## config.mk

```make
export PLATFORM = sky130hd
export DESIGN_NAME = ranger_host_port
export DESIGN_NICKNAME = d
export VERILOG_FILES = /design/src/ranger_host_port.v /design/src/i2c_slave_core.v
export VERILOG_INCLUDE_DIRS = /design/src
export SDC_FILE = /design/constraint.sdc
export NUM_CORES = 1
export LEC_CHECK = 0
export BUFFER_PORTS_ARGS = -buffer_cell sky130_fd_sc_hd__buf_4
export CORE_MARGIN = 2
export CORE_UTILIZATION = 55
export CTS_CLUSTER_SIZE = 40
export DETAILED_ROUTE_END_ITERATION = 6
export PLACE_DENSITY_LB_ADDON = 0.1
export SLEW_MARGIN = 20
export SYNTH_ARGS = -nofsm -noshare
export SYNTH_HDL_FRONTEND = slang
export SYNTH_SLANG_ARGS = --single-unit
export TNS_END_PERCENT = 30
```

## constraint.sdc

```tcl
create_clock -name clk -period 13 [get_ports clk]
set_clock_uncertainty 0.05 [all_clocks]
set_input_delay 1.95 -clock clk [delete_from_list [all_inputs] [get_ports clk]]
set_output_delay 1.95 -clock clk [all_outputs]
set_load 0.005 [all_outputs]
```

## src/ranger_regs.vh

```
`ifndef RANGER_REGS_VH
`define RANGER_REGS_VH
// fixed firmware loading address
`define PROGRAM_SELECT_PIN_ADDR 7'h45
// in-application address after reset
`define APP_ADDR_RESET 7'h29
// sound speed, m/s
`define SOUND_MPS 16'd343
// trigger start bound, ns
`define TRIG_LAT_NS 1000
// clock period, ns
`define CLK_NS 25
// event pulse width in cycles, minus one
`define EVT_PULSE_CYC 3'd4
`endif

```

## src/ranger_host_port.v

```verilog
`timescale 1ns/100ps
`include "ranger_regs.vh"
// What this block does
// (RQ1) firmware loading slave at address 0x45
// (RQ2) application address 0x29, reprogrammable
// (RQ3) two independent slave addresses
// (RQ4) master must honour clock stretching
// (RQ5) transmit: stretch after 8th bit
// (RQ6) receive: stretch, decide ack, release
// (RQ7) host loads firmware before ranging
// (RQ8) free-running: autonomous, event pin output
// (RQ9) free-running: pulse event on new sample
// (RQ10) triggered: idle until host pulses pin
// (RQ11) trigger start within one microsecond
// (RQ12) standby: period 0, tick spacing 2048
// (RQ13) rtc tick paces sampling and timing
// (RQ14) runs without host stimulus
// (RQ15) interrupt on motion or proximity
// (RQ16) distance is time times sound over two
// (RQ17) host leaves event pin undriven unless triggering
// (RQ18) host keeps reset pin defined
// (RQ19) host keeps program select defined
module ranger_host_port
#(
  parameter RTC_DIV = 16'd40,
  parameter TOF_W = 16
)
(
  input wire clk,
  input wire rst,
  input wire scl_in,
  output wire scl_oe_n,
  input wire sda_in,
  output wire sda_oe_n,
  input wire evt_in,
  output wire evt_out,
  output wire evt_oe_n,
  input wire program_select_pin,
  input wire trig_mode,
  input wire irq_on_proximity,
  input wire [15:0] prox_limit_mm,
  input wire [15:0] period_ticks,
  input wire [15:0] rtc_tick_spacing,
  input wire echo_in,
  output reg burst_out,
  output reg general_range_firmware_loaded,
  output reg [7:0] fw_byte,
  output reg fw_byte_valid,
  output reg [6:0] app_addr_out,
  output reg [15:0] distance_mm,
  output reg measuring
);
  // ****************************************
  // declarations
  // ****************************************
  localparam ST_IDLE = 3'b001; // waiting for tick or trigger
  localparam ST_FLY = 3'b010; // burst sent, timing echo
  localparam ST_DONE = 3'b100; // result and event pulse
  localparam integer TRIG_CYC = `TRIG_LAT_NS / `CLK_NS; // longest time, rounds down
  // ****************************************
  // behaviour in brief
  // ****************************************
  // i2c side:
  // - one byte engine serves both addresses
  // - programming address is fixed, app address lives here
  // - every data byte and every read address byte ends in a short clock stretch before ack
  // - read bytes come straight from the latest distance
  // - low byte first, then high, repeating within a read
  // - byte order restarts on every start condition
  // - read data is offered combinationally to the core,
  //   so the byte loaded during a stretch is never stale
  // - programming data is nacked while select is low
  // - loaded flag sets on the stop of a programming write
  // limitation:
  // - no check on image length or content
  // - an address change needs the arming byte first
  // - reserved address ranges are silently refused
  // ranging side:
  // - rtc tick is a one-cycle enable from the prescaler
  // - spacing counter divides ticks into interval points
  // - period counter divides interval points into samples
  // - period of zero means no sampling: standby
  // - a shorter spacing or period takes effect at once,
  //   so a mode change never waits out a long old count
  // - trigger path: two flops plus one edge flop
  // - triggers while measuring are ignored
  // - echo is synchronised before it ends the flight
  // - time of flight saturates instead of wrapping
  // - motion compares against the previous result
  // - proximity compares against the host limit
  // - event pulse only in free-running mode
  // trade-off:
  // - distance uses a divide, cheap enough at this rate,
  //   and keeps the scale exact for the default divider
  // - event pin direction follows the mode input directly,
  //   no handover cycle, so the host must obey its side
  reg [2:0] st_reg;
  reg evt_s1_reg, evt_s2_reg, evt_d_reg; // trigger synchroniser
  reg echo_s1_reg, echo_s2_reg; // echo synchroniser
  reg [15:0] div_reg; // rtc prescaler
  reg rtc_tick; // one-cycle rtc enable
  reg [15:0] spacing_reg; // ticks between interval points
  reg [15:0] period_reg; // intervals between samples
  reg [TOF_W-1:0] tof_reg; // rtc-cycle time of flight
  reg [2:0] pulse_reg; // event pulse width counter
  reg evt_high_reg; // event pin drive
  reg set_app_reg; // next app write byte changes address
  reg [7:0] tx_byte; // read byte offered to core
  reg rd_hi_reg; // read order: low then high
  reg [31:0] dist_calc; // tof scaled product
  wire start_pulse, stop_pulse, addr_hit, sel_program_select_pin, rd_mode, rx_valid, tx_req;
  wire [7:0] rx_data;
  wire trig_rise;
  wire sample_due;
  assign trig_rise = trig_mode & evt_s2_reg & ~evt_d_reg;
  assign sample_due = ~trig_mode & rtc_tick & (spacing_reg == 16'h0000)
    & (period_reg == 16'h0000) & (period_ticks != 16'h0000);
  // event pin is output only in free-running mode
  assign evt_out = evt_high_reg;
  assign evt_oe_n = trig_mode; // RQ8 RQ10
  // ****************************************
  // i2c slave, two addresses
  // ****************************************
  i2c_slave_core u_core
  (
    .clk(clk),
    .rst(rst),
    .scl_in(scl_in),
    .sda_in(sda_in),
    .scl_oe_n(scl_oe_n), // RQ5 RQ6
    .sda_oe_n(sda_oe_n),
    .program_select_pin_addr(`PROGRAM_SELECT_PIN_ADDR), // RQ1 RQ3
    .app_addr(app_addr_out), // RQ2 RQ3
    .start_pulse(start_pulse),
    .stop_pulse(stop_pulse),
    .addr_hit(addr_hit),
    .sel_program_select_pin(sel_program_select_pin),
    .rd_mode(rd_mode),
    .rx_valid(rx_valid),
    .rx_data(rx_data),
    .rx_ack(~sel_program_select_pin | program_select_pin), // RQ6
    .tx_req(tx_req),
    .tx_ready(1'b1),
    .tx_data(tx_byte)
  );
  // byte on offer follows the read order flag
  always @*
  begin
    tx_byte = rd_hi_reg ? distance_mm[15:8] : distance_mm[7:0];
  end
  // ****************************************
  // register side of i2c
  // ****************************************
  // any app write byte 0xfe arms an address change, next app write byte is address
  always @(posedge clk)
  begin
    if (rst)
    begin
      app_addr_out <= `APP_ADDR_RESET; // RQ2
      set_app_reg <= 1'b0;
      general_range_firmware_loaded <= 1'b0;
      fw_byte <= 8'h00;
      fw_byte_valid <= 1'b0;
      rd_hi_reg <= 1'b0;
    end
    else
    begin
      fw_byte_valid <= 1'b0;
      // low byte first, then high, then repeat
      if (start_pulse)
        rd_hi_reg <= 1'b0;
      else if (tx_req)
        rd_hi_reg <= ~rd_hi_reg;
      if (rx_valid & sel_program_select_pin & program_select_pin)
      begin
        fw_byte <= rx_data;
        fw_byte_valid <= 1'b1;
      end
      if (rx_valid & ~sel_program_select_pin)
      begin
        if (set_app_reg)
        begin
          // any valid 7-bit address, reserved ranges refused
          if (rx_data[6:3] != 4'h0 && rx_data[6:3] != 4'hf)
            app_addr_out <= rx_data[6:0]; // RQ2
          set_app_reg <= 1'b0;
        end
        else
          set_app_reg <= (rx_data == 8'hfe);
      end
      // image done when a programming write stops
      if (stop_pulse & sel_program_select_pin & ~rd_mode & program_select_pin)
        general_range_firmware_loaded <= 1'b1;
    end
  end
  // ****************************************
  // rtc prescaler and sample pacing
  // ****************************************
  always @(posedge clk)
  begin
    if (rst)
    begin
      div_reg <= 16'h0000;
      rtc_tick <= 1'b0;
      spacing_reg <= 16'h0000;
      period_reg <= 16'h0000;
    end
    else
    begin
      rtc_tick <= (div_reg == 16'h0000); // RQ13
      div_reg <= (div_reg == 16'h0000) ? RTC_DIV - 16'd1 : div_reg - 16'd1;
      if (rtc_tick)
      begin
        // period 0 stops sampling: standby
        if (spacing_reg == 16'h0000)
        begin
          spacing_reg <= rtc_tick_spacing; // RQ12
          period_reg <= (period_reg == 16'h0000) ? period_ticks : period_reg - 16'd1;
        end
        else
          spacing_reg <= spacing_reg - 16'd1;
      end
      // shorter settings cut the running counts short
      if (~rtc_tick & (spacing_reg > rtc_tick_spacing))
        spacing_reg <= rtc_tick_spacing;
      if (~rtc_tick & (period_reg > period_ticks))
        period_reg <= period_ticks;
    end
  end
  // ****************************************
  // measurement sequencer
  // ****************************************
  // trigger path is synchroniser plus one edge: 3 cycles, inside the bound
  always @(posedge clk)
  begin
    if (rst)
    begin
      st_reg <= ST_IDLE;
      evt_s1_reg <= 1'b0; evt_s2_reg <= 1'b0; evt_d_reg <= 1'b0;
      echo_s1_reg <= 1'b0; echo_s2_reg <= 1'b0;
      tof_reg <= {TOF_W{1'b0}};
      distance_mm <= 16'h0000;
      pulse_reg <= 3'h0;
      evt_high_reg <= 1'b0;
      burst_out <= 1'b0;
      measuring <= 1'b0;
    end
    else
    begin
      evt_s1_reg <= evt_in; evt_s2_reg <= evt_s1_reg; evt_d_reg <= evt_s2_reg;
      echo_s1_reg <= echo_in; echo_s2_reg <= echo_s1_reg;
      burst_out <= 1'b0;
      if (pulse_reg != 3'h0)
        pulse_reg <= pulse_reg - 3'h1;
      else
        evt_high_reg <= 1'b0;
      case (st_reg)
        ST_IDLE:
        begin
          // no host action needed in free-running mode
          if (general_range_firmware_loaded & (sample_due | trig_rise)) // RQ8 RQ10 RQ11 RQ14
          begin
            st_reg <= ST_FLY;
            burst_out <= 1'b1;
            measuring <= 1'b1;
            tof_reg <= {TOF_W{1'b0}};
          end
        end
        ST_FLY:
        begin
          if (echo_s2_reg)
            st_reg <= ST_DONE;
          else if (rtc_tick & ~&tof_reg)
            tof_reg <= tof_reg + 1'b1; // RQ13
        end
        ST_DONE:
        begin
          st_reg <= ST_IDLE;
          measuring <= 1'b0;
          distance_mm <= dist_calc[16:1]; // RQ16
          // event fires on proximity or motion
          if (~trig_mode & (irq_on_proximity ? (dist_calc[16:1] < prox_limit_mm)
            : (dist_calc[16:1] != distance_mm))) // RQ9 RQ15
          begin
            evt_high_reg <= 1'b1;
            pulse_reg <= `EVT_PULSE_CYC;
          end
        end
        default:
          st_reg <= ST_IDLE;
      endcase
    end
  end
  // ****************************************
  // distance arithmetic
  // ****************************************
  // tick is one microsecond at default divider, so mm is us times 0.343
  always @*
  begin
    dist_calc = ({{(32-TOF_W){1'b0}}, tof_reg} * {16'h0000, `SOUND_MPS}) / 32'd1000; // RQ16
  end
endmodule // ranger_host_port

```

## src/i2c_slave_core.v

```verilog
`timescale 1ns/100ps
// ****************************************
// byte-level i2c slave with stretch before ack
// ****************************************
module i2c_slave_core
(
  input wire clk,
  input wire rst,
  input wire scl_in,
  input wire sda_in,
  output wire scl_oe_n,
  output wire sda_oe_n,
  input wire [6:0] program_select_pin_addr,
  input wire [6:0] app_addr,
  output reg start_pulse,
  output reg stop_pulse,
  output reg addr_hit,
  output reg sel_program_select_pin,
  output reg rd_mode,
  output reg rx_valid,
  output reg [7:0] rx_data,
  input wire rx_ack,
  output reg tx_req,
  input wire tx_ready,
  input wire [7:0] tx_data
);
  // pin synchronisers, first stage read only by second
  reg scl_s1_reg, scl_s2_reg, scl_d_reg;
  reg sda_s1_reg, sda_s2_reg, sda_d_reg;
  reg [3:0] bit_reg;
  reg [7:0] sh_reg;
  reg stretch_reg;
  reg sda_low_reg;
  reg active_reg;
  reg addr_phase_reg;
  reg ack_phase_reg;
  reg ack_drive_reg;
  reg wait_rx_reg;
  wire scl_rise;
  wire scl_fall;
  assign scl_rise = scl_s2_reg & ~scl_d_reg;
  assign scl_fall = ~scl_s2_reg & scl_d_reg;
  assign scl_oe_n = ~stretch_reg;
  assign sda_oe_n = ~sda_low_reg;
  // ****************************************
  // bit engine
  // ****************************************
  always @(posedge clk)
  begin
    if (rst)
    begin
      scl_s1_reg <= 1'b1; scl_s2_reg <= 1'b1; scl_d_reg <= 1'b1;
      sda_s1_reg <= 1'b1; sda_s2_reg <= 1'b1; sda_d_reg <= 1'b1;
      bit_reg <= 4'h0; sh_reg <= 8'h00; stretch_reg <= 1'b0;
      sda_low_reg <= 1'b0; active_reg <= 1'b0; addr_phase_reg <= 1'b0;
      ack_phase_reg <= 1'b0; ack_drive_reg <= 1'b0; wait_rx_reg <= 1'b0;
      start_pulse <= 1'b0; stop_pulse <= 1'b0; addr_hit <= 1'b0;
      sel_program_select_pin <= 1'b0; rd_mode <= 1'b0; rx_valid <= 1'b0;
      rx_data <= 8'h00; tx_req <= 1'b0;
    end
    else
    begin
      scl_s1_reg <= scl_in; scl_s2_reg <= scl_s1_reg; scl_d_reg <= scl_s2_reg;
      sda_s1_reg <= sda_in; sda_s2_reg <= sda_s1_reg; sda_d_reg <= sda_s2_reg;
      start_pulse <= 1'b0; stop_pulse <= 1'b0; addr_hit <= 1'b0;
      rx_valid <= 1'b0; tx_req <= 1'b0;
      if (scl_s2_reg & scl_d_reg & sda_d_reg & ~sda_s2_reg)
      begin
        // start or repeated start
        start_pulse <= 1'b1; active_reg <= 1'b1; addr_phase_reg <= 1'b1;
        bit_reg <= 4'h0; sda_low_reg <= 1'b0; stretch_reg <= 1'b0;
        ack_phase_reg <= 1'b0; wait_rx_reg <= 1'b0;
      end
      else if (scl_s2_reg & scl_d_reg & ~sda_d_reg & sda_s2_reg)
      begin
        // stop releases everything
        stop_pulse <= active_reg; active_reg <= 1'b0;
        sda_low_reg <= 1'b0; stretch_reg <= 1'b0; wait_rx_reg <= 1'b0;
      end
      else if (active_reg)
      begin
        if (wait_rx_reg)
        begin
          // stretched until the owner decides ack or nack
          if (!addr_phase_reg)
          begin
            wait_rx_reg <= 1'b0; stretch_reg <= 1'b0;
            ack_drive_reg <= 1'b1; sda_low_reg <= rx_ack;
            if (!rx_ack) active_reg <= 1'b0;
          end
        end
        else if (ack_phase_reg)
        begin
          if (stretch_reg & tx_ready & rd_mode & !ack_drive_reg)
          begin
            // next byte loaded, release and watch the ack
            sh_reg <= tx_data; stretch_reg <= 1'b0;
          end
          if (scl_rise & rd_mode & !ack_drive_reg)
          begin
            if (sda_s2_reg) active_reg <= 1'b0;
          end
          if (scl_fall)
          begin
            ack_phase_reg <= 1'b0; ack_drive_reg <= 1'b0; bit_reg <= 4'h0;
            sda_low_reg <= rd_mode & active_reg & ~sh_reg[7];
          end
        end
        else if (scl_rise & !(rd_mode & !addr_phase_reg))
        begin
          sh_reg <= {sh_reg[6:0], sda_s2_reg};
          bit_reg <= bit_reg + 4'h1;
        end
        else if (scl_fall)
        begin
          if (rd_mode & !addr_phase_reg)
          begin
            if (bit_reg == 4'h7)
            begin
              // stretch after 8th transmitted bit while next byte loads
              sda_low_reg <= 1'b0; stretch_reg <= 1'b1; ack_phase_reg <= 1'b1;
              tx_req <= 1'b1; bit_reg <= 4'h0;
            end
            else
            begin
              sh_reg <= {sh_reg[6:0], 1'b0};
              sda_low_reg <= ~sh_reg[6]; bit_reg <= bit_reg + 4'h1;
            end
          end
          else if (bit_reg == 4'h8)
          begin
            // 8th received bit, hold clock low before ack for data and read address bytes
            stretch_reg <= 1'b1; ack_phase_reg <= 1'b1;
            if (addr_phase_reg)
            begin
              addr_phase_reg <= 1'b0;
              if (sh_reg[7:1] == program_select_pin_addr || sh_reg[7:1] == app_addr)
              begin
                addr_hit <= 1'b1; sel_program_select_pin <= (sh_reg[7:1] == program_select_pin_addr);
                rd_mode <= sh_reg[0]; ack_drive_reg <= 1'b1; sda_low_reg <= 1'b1;
                if (sh_reg[0]) tx_req <= 1'b1;
                else stretch_reg <= 1'b0;
              end
              else
              begin
                active_reg <= 1'b0; stretch_reg <= 1'b0; ack_phase_reg <= 1'b0;
              end
            end
            else
            begin
              rx_valid <= 1'b1; rx_data <= sh_reg; wait_rx_reg <= 1'b1;
            end
          end
        end
      end
      // first data byte of a read loads during the address ack stretch
      if (active_reg & ack_phase_reg & ack_drive_reg & rd_mode & stretch_reg & tx_ready)
      begin
        sh_reg <= tx_data; stretch_reg <= 1'b0; ack_drive_reg <= 1'b0;
      end
    end
  end
endmodule // i2c_slave_core

```

Yosys cells after proc, flatten, opt, wreduce, memory -nomap -nowiden

Cells that the tools add are included.

Register bits after elaboration: 153
Input port bits: 57
Output and inout port bits: 39
Word-level logic and storage cells: 324

Add/subtract/negate cells: 6
Multipliers: 1
Divide/modulo/power cells: 1
$lt $le $gt $ge: 3
Eq/ne operators: 30
Muxes and demuxes: 118
Bitwise logic cells: 62
Reduce and logical (&&, ||, !) cells: 58

Operators with widths:

| cell                     | count |
|---|---|
| $mux W16                 | 10 |
| $mux W8                  | 12 |
| $mux W1                  | 81 |
| $logic_not A16 Y1        | 3 |
| $sub A16 B1 Y16 const B  | 3 |
| $and A1 B1 Y1            | 36 |
| $div A25 B10 Y32 const B | 1 |
| $gt A16 B16 Y1           | 2 |
| $pmux W16 S2             | 1 |
| $mul A16 B9 Y25 const B  | 1 |
| $mux W4                  | 6 |
| $not A1 Y1               | 24 |
| $reduce_bool A4 Y1       | 6 |
| $ne A2 B2 Y1 const B     | 11 |
| $reduce_bool A2 Y1       | 11 |
| $reduce_and A10 Y1       | 2 |
| $reduce_bool A3 Y1       | 6 |
| $add A16 B1 Y16 const B  | 1 |
| $lt A16 B16 Y1           | 1 |
| $ne A16 B16 Y1           | 1 |
| $reduce_and A16 Y1       | 1 |
| $reduce_and A8 Y1        | 2 |
| $reduce_bool A16 Y1      | 1 |
| $mux W3                  | 5 |
| other kinds (33)         | 51 |

Longest topological paths before layout

Depth in word-level cells: 13
Gate-level depth with buffers: 61

Cells and area by module

From an unflattened synthesis, not the netlist that was laid out.

Cell total of the unflattened synthesis: 2,095
Area, all modules: 16,542.1 sq um

By module, submodules not included:

| module           | times used | cells each | area an instance (sq um) | seq. area each (sq um) |
|---|---|---|---|---|
| ranger_host_port | 1          | 1,856      | 14,365.0                 | 2,262.2 |
| i2c_slave_core   | 1          | 239        | 2,177.1                  | 800.8 |

Worst setup path after synthesis

OpenSTA, ideal clock, no wires.

Kind: register -> register
Start point: register tof_reg[13]
End point: register pulse_reg[2]
Library setup time: 0.070 ns
Arrival time: 13.335 ns
Required time: 12.880 ns
Path slack: -0.456 ns
Cell stages (with the launch flop): 59
Path buffers: 5
Clock period less this slack: 13.456 ns
Path through: dfxtp_1 inv_1 fa_1 inv_1 ha_1 fa_1 inv_1 fa_1 inv_1 ha_1 buf_2 nand2_1 o21ai_0 a22oi_2 a221oi_4 and4_1 buf_4 a22oi_1 (+23 left out) a221oi_1 a21oi_1 o2111ai_1 a211oi_1 o21ai_1 a221oi_2 mux2i_1 a32oi_2 a41oi_4 inv_1 ha_1 a21o_1 a21oi_1 a21boi_0 o21ai_0 nand3_1 a21o_1 a21oi_1

Longest elaborated chain between the ends: 7
Elaborated cells between the ends (all ways): 8

Ends and longest elaborated chain:

| element                                          | RTL line                                       | text |
|---|---|---|
| start: declaration                               | ranger_host_port.v:104                         | `reg [TOF_W-1:0] tof_reg;` |
| start signal: assignment                         | ranger_host_port.v:241                         | `tof_reg <= {TOF_W{1'b0}};` |
| start signal: assignment                         | ranger_host_port.v:266                         | `tof_reg <= {TOF_W{1'b0}};` |
| start signal: assignment                         | ranger_host_port.v:274                         | `tof_reg <= tof_reg + 1'b1;` |
| $mul A16 B9 Y25 *                                | ranger_host_port.v:300                         | `` dist_calc = ({{(32-TOF_W){1'b0}}, tof_reg} * {16'h0000, `SOUND_MPS}) / 32'd1000; `` |
| $div A25 B10 Y32 *                               | ranger_host_port.v:300                         |  |
| named net dist_calc[13]                          | ranger_host_port.v:110                         | `reg [31:0] dist_calc;` |
| $lt A16 B16 Y1 or $ne A16 B16 Y1 (tied branches) | ranger_host_port.v:282, ranger_host_port.v:283 |  |
| $mux W1 *                                        | ranger_host_port.v:282                         | `if (~trig_mode & (irq_on_proximity ? (dist_calc[16:1] < prox_limit_mm)` |
| $and A1 B1 Y1 *                                  | ranger_host_port.v:282                         |  |
| $mux W3 *                                        | ranger_host_port.v:282                         |  |
| $mux W3 *                                        | ranger_host_port.v:257                         | `case (st_reg)` |
| end signal: assignment                           | ranger_host_port.v:254                         | `pulse_reg <= pulse_reg - 3'h1;` |
| end signal: assignment                           | ranger_host_port.v:286                         | `` pulse_reg <= `EVT_PULSE_CYC; `` |
| end: declaration                                 | ranger_host_port.v:105                         | `reg [2:0] pulse_reg;` |

The timed path passes the listed nets; every way through them passes the cells marked *.
A chain may end at the register's enable or synchronous reset.

Worst setup path after layout

Start point: register tof_reg[8]
End point: register pulse_reg[2]

The elaborated chain is that of the path after synthesis.

==> flow_metrics.py <==
metrics = {
    "global_routing": {
        "grt_remaining_overflow": 0,
        "track_usage_pct": 31.4,
        "grt_pass1_vias": 16900,
        "grt_first_pass_wirelength_mm": 81.2,
        "antenna_found_initial": 1,
        "maximum_number_of_pins_on_one_net_before_global_route_repair": 67,
    },
    "clock_network": {
        "tritoncts": "built",
        "cts.path.max_buffers": 2,
        "clock_latency_ns": 0.44,
        "tritoncts.num_buffers": 17,
        "path_clk_slew_ns": 0.07,
        "ctsHtreeMaxLevel": 4,
        "root_buffer": "sky130_fd_sc_hd__clkbuf_16",
        "clock_sinks": 152,
        "cts.hold.buffers_added": 0,
    },
    "setup_path": {
        "arrival_ns": 13.59,
        "path_buf_inv": 12,
        "end_kind": "register",
        "path_common_cell": "sky130_fd_sc_hd__buf_4",
        "critical_path.slowest_cell": "sky130_fd_sc_hd__fa_1",
        "worst_path_dominant_cell_family": "compound AO/OA/AOI/OAI gates",
        "timing.critical_path.required_ns": 13.30,
        "setup.worst_path.class": "register to register",
        "worst_setup_path_start_kind": "register",
        "reg2reg_slack_ns": -0.29,
        "slowest_delay_ns": 0.55,
        "worstPathMaxFanout": 9,
    },
    "route": {
        "post-route-drc-count": 2,
        "first_iter_violations": 1116,
        "first_drt_pass_iteration_count": 7,
        "postRouteWirelength_mm": 50.1,
        "vias": 17400,
        "drt-wirelength-per-cell_um": 17.1,
        "final_antenna_net_count": 0,
        "via_per_instance_ratio": 5.94,
    },
    "timing": {
        "hold_ws_ns": 0.339,
        "finalWorstPathRequiredPeriod_ns": 13.29,
        "final_hold_viol_count": 0,
        "timing.final.ws_setup_ns": -0.289,
        "max_clock_freq_ghz": 0.0753,
        "worst_pin_slew_ns": 1.06,
        "slew_violations": 0,
        "rsz_0062_raised_after_global_routing": "yes",
        "final-setup-viol-count": 4,
        "finalCritPeriodShare_pct": 102,
        "worst_slew_margin_rel_pct": 28.6,
    },
    "synthesis": {
        "largest_area_contributor_in_the_synthesized_netlist": "sky130_fd_sc_hd__dfxtp_1",
        "syn_inst": 2105,
        "synth-adder-area-share_pct": 17.4,
        "ys_seq_elements": 152,
        "yosys-top-cells-area": "sky130_fd_sc_hd__dfxtp_1 18%, sky130_fd_sc_hd__ha_1 11%, sky130_fd_sc_hd__fa_1 6.2%, sky130_fd_sc_hd__nor2_1 5.3%, sky130_fd_sc_hd__xnor2_1 4.1%",
        "synth_compound_gate_area_share_pct": 25.4,
        "post_synth_instance_area_mm2": 0.0165,
        "async_set_or_reset_flop_fraction_in_the_synthesized_netlist_pct": 0,
        "post_synth_and_or_nand_nor_area_fraction_pct": 23.0,
        "post-synth-top-area-fraction_pct": 18.4,
        "mux_share_of_post_synthesis_cell_area_pct": 3.09,
        "count_of_distinct_cell_types_in_the_synthesized_netlist": 130,
        "synth-edff-count": 0,
        "mean_instance_size_in_the_synthesized_netlist_um2": 7.84,
        "dominantRegCellSynth": "sky130_fd_sc_hd__dfxtp_1",
        "synth_sequential_area_ratio_pct": 18.4,
        "largest_family_of_logic_cells_by_synthesized_area": "compound AO/OA/AOI/OAI gates",
        "synth_nets": 2357,
        "synthXorXnorAreaFrac_pct": 6.29,
        "yosys_warn_count": 0,
    },
    "power_and_ir_drop": {
        "power.static_leakage_nw": 9.82,
        "peak_vdd_ir_mv": 0.307,
        "pwr_density_cell_mw_per_mm2": 125,
    },
    "placement": {
        "place.gp.congestion": 0.956,
        "buffer_ports.inserted": 94,
        "dp_hpwl_mm": 39.1,
        "placed_cells_incl_taps": 2879,
        "dpl_worst_slack_ns": -0.750,
    },
    "floorplanning": {
        "die_width_um": 177,
        "floorplan.rows": 63,
        "area_of_the_placeable_core_mm2": 0.0296,
        "num_io_pins": 96,
        "initial_utilization_pct": 55.8,
        "die_area_mm2": 0.0314,
        "die_boundary_height_um": 177,
    },
    "layout": {
        "post_layout_nonfiller_instances": 2933,
        "final_nets": 2782,
        "multi_input_comb_area_mm2": 0.0129,
        "fill_cells": 2374,
        "drive_gt1_share_pct": 28.3,
        "register_area_mm2": 0.00306,
        "layout-area-overhead-vs-synth_pct": 30.2,
    },
    "run": {
        "timing.max_cap.violations": 0,
    },
    "status": {
        "status": "finished, violations left",
        "violations": "design-rule violations, negative setup slack",
    },
    "worst_hold_path": {
        "worstHoldPathType": "register to register",
    },
}
[logic make-up after synthesis]
| family | Yosys count |
|---|---|
| AOI/OAI and AO/OA | 564 |
| adders and majority gates | 199 |
| DFF | 152 |
| muxes | 50 |
| other | 1 |
| xor gates and xnor gates | 115 |
| buffers and inverters | 264 |
| and+or+nand+nor | 760 |
[cell usage in the layout, fill, tap and decap left out, types with 8 or more instances in the layout]
cell type	n
sky130_fd_sc_hd__a211oi_1	20
sky130_fd_sc_hd__a211oi_2	14
sky130_fd_sc_hd__a21o_1	22
sky130_fd_sc_hd__a21oi_1	121
sky130_fd_sc_hd__a21oi_2	12
sky130_fd_sc_hd__a221oi_1	8
sky130_fd_sc_hd__a22oi_1	30
sky130_fd_sc_hd__a31oi_1	11
sky130_fd_sc_hd__and2_1	16
sky130_fd_sc_hd__and3_1	17
sky130_fd_sc_hd__buf_4	489
sky130_fd_sc_hd__clkbuf_16	17
sky130_fd_sc_hd__dfxtp_1	140
sky130_fd_sc_hd__dfxtp_2	10
sky130_fd_sc_hd__fa_1	50
sky130_fd_sc_hd__ha_1	139
sky130_fd_sc_hd__inv_1	170
sky130_fd_sc_hd__mux2i_1	38
sky130_fd_sc_hd__nand2_1	164
sky130_fd_sc_hd__nand2_2	8
sky130_fd_sc_hd__nand2b_1	33
sky130_fd_sc_hd__nand3_1	51
sky130_fd_sc_hd__nand4_1	36
sky130_fd_sc_hd__nor2_1	228
sky130_fd_sc_hd__nor2b_1	22
sky130_fd_sc_hd__nor3_1	48
sky130_fd_sc_hd__nor3b_1	9
sky130_fd_sc_hd__nor4_1	29
sky130_fd_sc_hd__nor4b_1	8
sky130_fd_sc_hd__o2111ai_1	10
sky130_fd_sc_hd__o211ai_1	34
sky130_fd_sc_hd__o21ai_0	83
sky130_fd_sc_hd__o21ai_1	16
sky130_fd_sc_hd__o31ai_1	8
sky130_fd_sc_hd__or2_2	17
sky130_fd_sc_hd__or3_1	11
sky130_fd_sc_hd__or4_1	9
sky130_fd_sc_hd__xnor2_1	74
sky130_fd_sc_hd__xor2_1	32
[path summary, 6_finish.rpt]
path	startpoint	endpoint	cells past startpoint
worst min-delay path	u_core.start_pulse	rd_hi_reg	1
worst max-delay path	tof_reg[8]	pulse_reg[2]	59
worst min register to register	u_core.start_pulse	rd_hi_reg	1
worst max register to register	tof_reg[8]	pulse_reg[2]	59
[final cells by class]
class	count	share of cell area (%)
multi-input cells	1689	60.0
well taps	390	2.27
inverters	180	3.17
clock inverters	12	1.00
repair buffers	490	17.2
diodes	1	0.0117
flip-flops and latches	152	14.3
clock buffers	19	2.06
[metal layers]
layer / global-route usage [%] / routed length, um
met5: 0 / 0
met4: 11.8 / 1640
met3: 3.14 / 2170
met2: 54.5 / 24300
met1: 40.1 / 22000
[metrics by stage]
step / util (%) / total power [mW] / setup TNS [ns] / instance area [um2]
floorplan: - / 1.83 / 0 / 16500
global placement: 68.3 / 2.02 / -2.32 / 20200
detailed placement: 68.3 / 2.08 / -3.26 / 20200
CTS: 72.1 / 2.67 / -0.130 / 21300
global route: 72.7 / 2.91 / -4.87 / 21500
finish: 72.7 / 2.69 / -1.09 / 21500
[cell usage after synthesis (7+ instances only)]
| cell | count |
|---|---|
| sky130_fd_sc_hd__a21oi_1 | 129 |
| sky130_fd_sc_hd__o21ai_1 | 13 |
| sky130_fd_sc_hd__or2_2 | 17 |
| sky130_fd_sc_hd__nand2b_1 | 33 |
| sky130_fd_sc_hd__o211ai_1 | 34 |
| sky130_fd_sc_hd__and2_1 | 18 |
| sky130_fd_sc_hd__nor3b_1 | 9 |
| sky130_fd_sc_hd__a2111oi_0 | 7 |
| sky130_fd_sc_hd__a22oi_1 | 30 |
| sky130_fd_sc_hd__o41ai_1 | 7 |
| sky130_fd_sc_hd__o21ai_0 | 91 |
| sky130_fd_sc_hd__buf_2 | 14 |
| sky130_fd_sc_hd__mux2i_1 | 43 |
| sky130_fd_sc_hd__a21o_1 | 23 |
| sky130_fd_sc_hd__or3_1 | 14 |
| sky130_fd_sc_hd__o2111ai_1 | 11 |
| sky130_fd_sc_hd__a31oi_1 | 15 |
| sky130_fd_sc_hd__clkbuf_1 | 56 |
| sky130_fd_sc_hd__nor4_1 | 32 |
| sky130_fd_sc_hd__nor2_1 | 232 |
| sky130_fd_sc_hd__o31ai_1 | 10 |
| sky130_fd_sc_hd__fa_1 | 51 |
| sky130_fd_sc_hd__nor4b_1 | 8 |
| sky130_fd_sc_hd__xnor2_1 | 77 |
| sky130_fd_sc_hd__or4_1 | 10 |
| sky130_fd_sc_hd__mux2_2 | 7 |
| sky130_fd_sc_hd__a221oi_1 | 9 |
| sky130_fd_sc_hd__nor2b_1 | 22 |
| sky130_fd_sc_hd__dfxtp_1 | 152 |
| sky130_fd_sc_hd__a211o_1 | 8 |
| sky130_fd_sc_hd__nand4_1 | 36 |
| sky130_fd_sc_hd__a211oi_1 | 27 |
| sky130_fd_sc_hd__inv_1 | 173 |
| sky130_fd_sc_hd__a211oi_2 | 9 |
| sky130_fd_sc_hd__ha_1 | 144 |
| sky130_fd_sc_hd__nor3_1 | 51 |
| sky130_fd_sc_hd__a41oi_1 | 7 |
| sky130_fd_sc_hd__nand3_1 | 52 |
| sky130_fd_sc_hd__nand2_1 | 169 |
| sky130_fd_sc_hd__o21a_1 | 9 |
| sky130_fd_sc_hd__and3_1 | 18 |
| sky130_fd_sc_hd__xor2_1 | 34 |
[power by group]
part	internal (mW)	switching [mW]	total [mW]
logic	0.549	0.952	1.50
clock network	0.349	0.216	0.566
registers	0.537	0.0899	0.626
[what timing repair did]
| action | CTS | global route |
|---|---|---|
| resized for setup | 84 | 20 |
| setup buffers | 17 | 5 |
| pin swaps | 37 | 12 |
| endpoints found under the setup margin | 5 | 6 |
No activity file was read; power rests on OpenSTA's default activity.
